===== src/etac_defines.vh =====
// Purpose: shared constants of the execution time adjust calculator
// Assumes: plain Verilog-2005, included by bare name
// Notes: entry kinds, calculation widths and tail constants
`ifndef ETAC_DEFINES_VH
`define ETAC_DEFINES_VH

// entry kinds
`define ETAC_KIND_W 2
`define ETAC_KIND_FEA 2'h0
`define ETAC_KIND_CEA 2'h1
`define ETAC_KIND_OP 2'h2
`define ETAC_KIND_MOVE 2'h3

// listed tail values that steer the cache correction
`define ETAC_TAIL_ZERO 16'h0000
`define ETAC_TAIL_ONE 16'h0001

// default widths
`define ETAC_LIST_W 8
`define ETAC_CNT_W 4
`define ETAC_WS_W 4
`define ETAC_CALC_W 16
`define ETAC_TOTAL_W 16

`endif


===== src/etac_accum.v =====
// Purpose: sums adjusted entries of one instruction stream with head/tail overlap
// Assumes: one entry at most per clock, first entry flagged
// Notes: a single part may be negative when a head exceeds its own count
`timescale 1ns/1ns
`include "etac_defines.vh"

module etac_accum #(
  parameter AW = `ETAC_CALC_W,
  parameter TW = `ETAC_TOTAL_W
) (
  // clock and reset
  input wire clk_sys,
  input wire reset,
  // adjusted entry
  input wire ent_valid,
  input wire ent_first,
  input wire ent_last,
  input wire [AW-1:0] ent_head,
  input wire [AW-1:0] ent_tail,
  input wire [AW-1:0] ent_cc,
  // stream total
  output reg total_valid,
  output reg signed [TW-1:0] total_clocks
);

  function [AW-1:0] etac_min;
    input [AW-1:0] a;
    input [AW-1:0] b;
    begin
      etac_min = (a < b) ? a : b;
    end
  endfunction

  reg [AW-1:0] prev_tail_q;
  reg signed [TW-1:0] sum_q;
  reg signed [TW-1:0] part;
  reg signed [TW-1:0] base;

  // one stream part: own count less the overlap with the previous tail
  always @*
  begin
    part = $signed(ent_cc[TW-1:0]);
    if (!ent_first)
      part = $signed(ent_cc[TW-1:0]) - $signed(etac_min(ent_head, prev_tail_q));
    base = ent_first ? {TW{1'b0}} : sum_q;
  end

  // running sum; the previous tail is kept for the next overlap
  always @(posedge clk_sys)
  begin
    if (reset)
    begin
      prev_tail_q <= {AW{1'b0}};
      sum_q <= {TW{1'b0}};
      total_valid <= 1'b0;
      total_clocks <= {TW{1'b0}};
    end
    else
    begin
      total_valid <= 1'b0;
      if (ent_valid)
      begin
        sum_q <= base + part;
        prev_tail_q <= ent_tail;
        if (ent_last)
        begin
          total_valid <= 1'b1;
          total_clocks <= base + part;
        end
      end
    end
  end

endmodule


===== src/etac_core.v =====
// Purpose: corrects listed tail and clock count for cache hits and wait states; head passes unchanged
// Assumes: entries come from logic on clk_sys; wait states fixed while a stream runs
// Notes: no-cache-case formula and multi-register move equations are not modelled
`timescale 1ns/1ns
`include "etac_defines.vh"

module etac_core #(
  parameter W = `ETAC_LIST_W,
  parameter NW = `ETAC_CNT_W,
  parameter SW = `ETAC_WS_W,
  parameter AW = `ETAC_CALC_W,
  parameter TW = `ETAC_TOTAL_W
) (
  // clock and reset
  input wire clk_sys,
  input wire reset,
  // listed entry
  input wire in_valid,
  input wire in_first,
  input wire in_last,
  input wire [`ETAC_KIND_W-1:0] in_kind,
  input wire in_mem_indirect,
  input wire [W-1:0] in_head,
  input wire [W-1:0] in_tail,
  input wire [W-1:0] in_cc,
  input wire [NW-1:0] in_reads,
  input wire [NW-1:0] in_writes,
  input wire in_dcache_hit,
  input wire in_locked_rmw,
  input wire in_read_folded,
  // system
  input wire [SW-1:0] wait_states,
  // adjusted entry
  output reg adj_valid,
  output reg [AW-1:0] adj_head,
  output reg [AW-1:0] adj_tail,
  output reg [AW-1:0] adj_cc,
  output reg [NW-1:0] adj_ext_reads,
  output reg [NW-1:0] adj_ext_writes,
  output reg adj_special,
  // stream total
  output wire total_valid,
  output wire signed [TW-1:0] total_clocks
);

  // wait clocks of n accesses; each wait state is one clock per access
  function [AW-1:0] etac_wmul;
    input [NW-1:0] n;
    input [SW-1:0] ws;
    integer i;
    reg [AW-1:0] acc;
    begin
      acc = {AW{1'b0}};
      for (i = 0; i < NW; i = i + 1)
        if (n[i])
          acc = acc + ({{(AW-SW){1'b0}}, ws} << i);
      etac_wmul = acc;
    end
  endfunction

  // widen a listed value to calculation width
  function [AW-1:0] etac_ext;
    input [W-1:0] v;
    begin
      etac_ext = {{(AW-W){1'b0}}, v};
    end
  endfunction

  // a usable data cache hit; locked cycles are forced to miss on every read
  function etac_hit_ok;
    input hit;
    input locked;
    begin
      etac_hit_ok = hit & ~locked;
    end
  endfunction

  // tail left after a cached address fetch: 0 stays, 1 drops to 0, more becomes 1
  function [AW-1:0] etac_hit_tail;
    input [AW-1:0] t;
    begin
      if (t == `ETAC_TAIL_ZERO)
        etac_hit_tail = t;
      else if (t == `ETAC_TAIL_ONE)
        etac_hit_tail = t - `ETAC_TAIL_ONE;
      else
        etac_hit_tail = `ETAC_TAIL_ONE;
    end
  endfunction

  // clocks saved by a cached address fetch; the count loses what the tail loses
  function [AW-1:0] etac_hit_cut;
    input [AW-1:0] t;
    begin
      if (t == `ETAC_TAIL_ZERO)
        etac_hit_cut = {AW{1'b0}};
      else if (t == `ETAC_TAIL_ONE)
        etac_hit_cut = `ETAC_TAIL_ONE;
      else
        etac_hit_cut = t - `ETAC_TAIL_ONE;
    end
  endfunction

  // captured entry
  reg v_q;
  reg first_q;
  reg last_q;
  reg [`ETAC_KIND_W-1:0] kind_q;
  reg mi_q;
  reg [W-1:0] head_q;
  reg [W-1:0] tail_q;
  reg [W-1:0] cc_q;
  reg [NW-1:0] reads_q;
  reg [NW-1:0] writes_q;
  reg hit_q;
  reg locked_q;
  reg folded_q;
  reg [SW-1:0] ws_q;

  // stream framing travels beside the adjusted entry
  reg first_adj_q;
  reg last_adj_q;

  // capture stage: inputs are on clk_sys already, so no synchroniser
  // wait states travel with every entry, so a change only reaches later entries
  always @(posedge clk_sys)
  begin
    if (reset)
    begin
      v_q <= 1'b0;
      first_q <= 1'b0;
      last_q <= 1'b0;
      kind_q <= `ETAC_KIND_FEA;
      mi_q <= 1'b0;
      head_q <= {W{1'b0}};
      tail_q <= {W{1'b0}};
      cc_q <= {W{1'b0}};
      reads_q <= {NW{1'b0}};
      writes_q <= {NW{1'b0}};
      hit_q <= 1'b0;
      locked_q <= 1'b0;
      folded_q <= 1'b0;
      ws_q <= {SW{1'b0}};
    end
    else
    begin
      v_q <= in_valid;
      first_q <= in_first;
      last_q <= in_last;
      kind_q <= in_kind;
      mi_q <= in_mem_indirect;
      head_q <= in_head;
      tail_q <= in_tail;
      cc_q <= in_cc;
      reads_q <= in_reads;
      writes_q <= in_writes;
      hit_q <= in_dcache_hit;
      locked_q <= in_locked_rmw;
      folded_q <= in_read_folded;
      ws_q <= wait_states;
    end
  end

  reg fea_hit;
  reg op_hit;
  reg cea_hit;
  reg has_reads;
  reg has_writes;
  reg [AW-1:0] ws_e;
  reg [AW-1:0] t_lst;
  reg [AW-1:0] h_d;
  reg [AW-1:0] t_d;
  reg [AW-1:0] c_d;
  reg [NW-1:0] er_d;
  reg [NW-1:0] ew_d;
  reg sp_d;

  // hit qualification; locked cycles are forced to miss
  always @*
  begin
    has_reads = (reads_q != {NW{1'b0}});
    has_writes = (writes_q != {NW{1'b0}});
    fea_hit = etac_hit_ok(hit_q, locked_q) & has_reads & (kind_q == `ETAC_KIND_FEA);
    // folded reads are charged as misses since their hit cannot be separated
    op_hit = etac_hit_ok(hit_q, locked_q) & ~folded_q & (kind_q == `ETAC_KIND_OP);
    // an indirect pointer read that hits needs neither a bus cycle nor waits
    cea_hit = etac_hit_ok(hit_q, locked_q) & has_reads & (kind_q == `ETAC_KIND_CEA);
  end

  // correction of one entry: cache first, then wait states
  always @*
  begin
    ws_e = {{(AW-SW){1'b0}}, ws_q};
    t_lst = etac_ext(tail_q);
    h_d = etac_ext(head_q);
    t_d = t_lst;
    c_d = etac_ext(cc_q);
    er_d = reads_q;
    ew_d = writes_q;
    sp_d = 1'b0;
    // cache hit on the address fetch; all its external reads are dropped, indirect or not
    if (fea_hit)
    begin
      er_d = {NW{1'b0}};
      t_d = etac_hit_tail(t_lst);
      c_d = c_d - etac_hit_cut(t_lst);
    end
    if (op_hit || cea_hit)
      er_d = {NW{1'b0}};
    case (kind_q)
      `ETAC_KIND_FEA:
      begin
        // a hit fetch gets no read waits at all
        if (has_reads && !fea_hit)
        begin
          if (mi_q)
          begin
            c_d = c_d + (ws_e << 1);
            t_d = t_d + ws_e;
          end
          else
          begin
            c_d = c_d + ws_e;
            t_d = t_d + ws_e;
          end
        end
      end
      `ETAC_KIND_CEA:
      begin
        // a cached pointer read adds no waits at all
        if (mi_q && has_reads && !cea_hit)
          c_d = c_d + ws_e;
      end
      `ETAC_KIND_OP:
      begin
        if (!op_hit)
          c_d = c_d + etac_wmul(reads_q, ws_q);
        // writes always wait, hit or not
        c_d = c_d + etac_wmul(writes_q, ws_q);
        if (has_writes)
          t_d = t_d + ws_e;
      end
      `ETAC_KIND_MOVE:
      begin
        // listed values pass unchanged; caller owns the special equations
        sp_d = 1'b1;
      end
      default:
      begin
        sp_d = 1'b0;
      end
    endcase
  end

  // adjusted entry register
  always @(posedge clk_sys)
  begin
    if (reset)
    begin
      adj_valid <= 1'b0;
      adj_head <= {AW{1'b0}};
      adj_tail <= {AW{1'b0}};
      adj_cc <= {AW{1'b0}};
      adj_ext_reads <= {NW{1'b0}};
      adj_ext_writes <= {NW{1'b0}};
      adj_special <= 1'b0;
      first_adj_q <= 1'b0;
      last_adj_q <= 1'b0;
    end
    else
    begin
      adj_valid <= v_q;
      first_adj_q <= v_q & first_q;
      last_adj_q <= v_q & last_q;
      // data outputs hold between pulses so a slow reader still sees the last entry
      if (v_q)
      begin
        adj_head <= h_d;
        adj_tail <= t_d;
        adj_cc <= c_d;
        adj_ext_reads <= er_d;
        adj_ext_writes <= ew_d;
        adj_special <= sp_d;
      end
    end
  end

  // stream total over the adjusted entries
  etac_accum #(
    .AW(AW),
    .TW(TW)
  ) u_accum (
    .clk_sys(clk_sys),
    .reset(reset),
    .ent_valid(adj_valid),
    .ent_first(first_adj_q),
    .ent_last(last_adj_q),
    .ent_head(adj_head),
    .ent_tail(adj_tail),
    .ent_cc(adj_cc),
    .total_valid(total_valid),
    .total_clocks(total_clocks)
  );

endmodule


===== config.mk =====
export PLATFORM = sky130hd
export DESIGN_NAME = etac_core
export DESIGN_NICKNAME = d
export VERILOG_FILES = /design/src/etac_accum.v /design/src/etac_core.v
export VERILOG_INCLUDE_DIRS = /design/src
export SDC_FILE = /design/constraint.sdc
export NUM_CORES = 1
export LEC_CHECK = 0
export BUFFER_PORTS_ARGS = -buffer_cell sky130_fd_sc_hd__buf_4
export CAP_MARGIN = 25
export CELL_PAD_IN_SITES_DETAIL_PLACEMENT = 2
export CELL_PAD_IN_SITES_GLOBAL_PLACEMENT = 2
export CORE_ASPECT_RATIO = 0.7
export CORE_UTILIZATION = 36
export CTS_CLUSTER_DIAMETER = 120
export DETAILED_ROUTE_END_ITERATION = 16
export MAX_ROUTING_LAYER = met4
export PLACE_DENSITY = 0.81
export SETUP_SLACK_MARGIN = 0.5
export SLEW_MARGIN = 20
export SYNTH_ARGS = -nofsm -noshare
export SYNTH_HDL_FRONTEND = slang
export SYNTH_HIERARCHICAL = 1
export SYNTH_SLANG_ARGS = --single-unit

===== constraint.sdc =====
create_clock -name clk_sys -period 6.7 [get_ports clk_sys]
set_input_delay 1.34 -clock clk_sys [delete_from_list [all_inputs] [get_ports clk_sys]]
set_output_delay 1.34 -clock clk_sys [all_outputs]
set_load 0.005 [all_outputs]

==> results.yml <==
yosys:
  yosysMostFrequentCell: "dfxtp_1"
  syn_area_per_cell_sq_um: 8.51
  synthAdderAreaFrac_pct: 15.3
  synthMuxAreaShare_pct: 8.11
  synth.distinct_cells: 82
  synth-simple-area-share_pct: 19.3
  synth_top_family_by_area: "simple AND/OR/NAND/NOR gates"
  synth_edf_count: 0
  synth_ff_type: "dfxtp_1"
  synthDominantCellAreaShare_pct: 27.9
  synth_xor_area_share_pct: 5.01
  async_flop_share_pct: 0
  synth_warnings: 6
  yosysSeqAreaShare_pct: 27.9
  synth.largest_area_cell: "dfxtp_1"
  syn_inst: 1233
  ys_ff_latch: 146
  yosys-top-cells-area: "dfxtp_1 28%, ha_1 12%, mux2i_1 6.4%, nor2b_1 4.4%, nor2_1 3.6%"
  mappedNetlistArea_sq_um: 10500
  synthTopCellsByCount: "146 x dfxtp_1, 103 x ha_1, 102 x nor2_1"
  synth_compound_area_share_pct: 19.1
timing:
  relSlewSlack_pct: 39.6
  fin_crit_sh_pct: 89.1
  fin_skew_ps: 10.5
  hold_violations: 0
  setup_viol: 0
  holdWs_ps: 445
  slew_violations: 0
  tightest_slew_ps: 906
  fin_setup_tns_ps: 0
  period_needed_ps: 5970
  max_freq_mhz: 167
  rsz0062_at_grt: "true"
final_layout:
  regArea_sq_um: 2930
  areaGrowthSynthToFinish_pct: 19.3
  multi_input_area_sq_um: 7180
  layout-drive-gt1-share_pct: 16.4
  num-nets-final: 1515
  fillers: 3135
critical_path:
  worst_setup_path_start_kind: "flop"
  arrival_ps: 6330
  crit_fanout: 13
  critPathRequiredTime_ps: 7060
  crit_chain: "inv_1, ha_1, nand4_1, nor2_1, a211oi_2, o211ai_2, buf_4, mux2i_1, ha_1, a21o_1, a21o_1, a221oi_2, o21bai_2, a31oi_1, xor2_1, o21ai_0, ha_1, nor2b_1, o21ai_0, nand2b_1, a22oi_1, o311a_4, nor4b_1, a2111oi_2"
  cpMostUsedCell: "ha_1"
  cp-end-kind: "flop"
  slowest_delay_ps: 430
  criticalPathCategory: "flop to flop"
  cp_slowest_cell: "ha_1"
clocking:
  cts_hold_buffers: 0
  clk_path_buf_depth: 2
  cts-root-buf: "clkbuf_16"
  clkLatencyLatePin_ps: 470
  tritoncts: "yes"
  cts.sinks: 146
  htreeDepth: 4
  cts-buffers-inserted: 17
  clkTransAtPathRegs_ps: 70
global_route:
  grt_overflow: 0
  grt_pass1_vias: 10487
  grt_pass1_wl_um: 61500
  grt_usage_pct: 28.3
  grt_max_degree: 78
  antenna_found_initial: 1
drt:
  drcViolationCount: 0
  post_drt_wl_per_cell_um: 23.0
  wl_um: 39900
  drtPass1Iterations: 5
  num_vias: 9754
  drtIter0Drc: 473
  antenna_left: 0
  via_per_inst: 5.62
floorplanning:
  initial_core_util_pct: 37.2
  dieArea_sq_um: 29800
  die_w_um: 206
  die-height_um: 145
  core_area_sq_um: 28200
  rows: 51
  io_pins: 122
place:
  port_buffers: 113
  dp_hpwl_um: 29200
  place_congestion: 0.862
pwr:
  power_leakage_nw: 5.61
  power_per_cell_area_nw_per_um2: 229
  irDropWorstVdd_v: 0.000155
  power_mw: 2.87
status:
  outcome: "completed"
job:
  cap_violations: 0
worst_hold_path:
  hp-class: "flop to flop"
[through the flow]
stage | cell area (sq um) | worst slack (ps) | instances | util [%]
5_1_grt | 12500 | 412 | 1736 | 44.4
3_3_place_gp | 11800 | 863 | 1701 | 41.7
6_report | 12500 | 728 | 1736 | 44.4
3_5_place_dp | 11800 | 527 | 1701 | 41.7
4_1_cts | 12400 | 564 | 1733 | 44.1
2_1_floorplan | 10600 | 961 | 1257 | -
[registers in the layout, summed over array words and instances, names as in the netlist, 2 cells and up]
name                  cells
u_accum/prev_tail_q      16
tail_q                    8
cc_q                      8
head_q                    8
adj_ext_writes            4
reads_q                   4
adj_cc                   16
kind_q                    2
u_accum/sum_q            16
u_accum/total_clocks     16
ew_d                      4
adj_head                  8
adj_tail                 16
adj_ext_reads             4
ws_q                      4
[per-layer routing]
metal	wire (um)	global-route usage (%)	vias to the layer above
met3	1500	5.06	50
met2	17600	43.0	204
li1	-	-	4537
met5	0	-	-
met4	717	8.86	0
met1	20100	38.0	4963
[cells in the final DEF (no fill, tap or decap), types with 5 or more instances in the layout]
| cell type | n |
|---|---|
| a211oi_1 | 23 |
| a21o_1 | 34 |
| a21oi_1 | 74 |
| a22o_1 | 6 |
| a31oi_1 | 7 |
| and2_1 | 18 |
| and3_1 | 10 |
| buf_4 | 138 |
| clkbuf_16 | 17 |
| conb_1 | 25 |
| dfxtp_1 | 144 |
| fa_1 | 13 |
| ha_1 | 101 |
| inv_1 | 68 |
| mux2_2 | 16 |
| mux2i_1 | 66 |
| nand2_1 | 92 |
| nand2b_1 | 17 |
| nand3_1 | 15 |
| nand4_1 | 5 |
| nor2_1 | 102 |
| nor2b_1 | 74 |
| nor3_1 | 21 |
| nor4_1 | 10 |
| o211ai_1 | 5 |
| o21a_1 | 19 |
| o21ai_0 | 48 |
| o21ai_1 | 6 |
| o21bai_1 | 8 |
| o22ai_1 | 8 |
| o31ai_1 | 8 |
| or4_1 | 6 |
| xnor2_1 | 35 |
| xor2_1 | 22 |
[area by class of cell]
cell class	instances	area share (%)
antenna	1	0.0200
clock buffer	21	3.84
clock inverter	11	1.40
inverter	68	2.04
multi-input combinational	980	57.3
sequential	146	23.4
tap	371	3.71
timing repair buffer	138	8.27
[kinds of logic after synthesis]
family / Yosys count
buf+inv: 131
compound gates: 294
flops: 146
mux: 83
simple gates: 397
xor+xnor: 60
other cells: 1
fa+ha+maj: 121
[worst paths after layout]
path	startpoint	to	slack [ps]	cells after the start
min	last_q$_SDFF_PP0_	last_adj_q$_SDFF_PP0_	450	1
max	u_accum/prev_tail_q[6]$_SDFFE_PP0P_	u_accum/sum_q[15]$_SDFFE_PP0P_	730	24
max reg2reg	u_accum/prev_tail_q[6]$_SDFFE_PP0P_	u_accum/sum_q[15]$_SDFFE_PP0P_	730	24
min reg2reg	last_q$_SDFF_PP0_	last_adj_q$_SDFF_PP0_	450	1
[power breakdown]
group          switching (mW)  internal [mW]
sequential             0.0436          0.900
clock                   0.439          0.665
combinational           0.491          0.332
[worst max-delay path: cells and delay by family (launching register included)]
kind                     cells  cell delay, ps
AO/OA/AOI/OAI               12            2980
adder cells (fa/ha/maj)      3            1040
AND/OR/NAND/NOR              5             710
buffers and inverters        2             390
flip-flops                   1             370
multiplexers                 1             290
XOR/XNOR                     1              80
[repair_timing]
item / in CTS / in global routing
resized for setup: 1 / 16
pin swaps: 0 / 4
buffers inserted: 0 / 2
endpoints found under the hold margin: 0 / 0
setup endpoints to repair: 1 / 9
No activity file was read; power rests on OpenSTA's default activity.
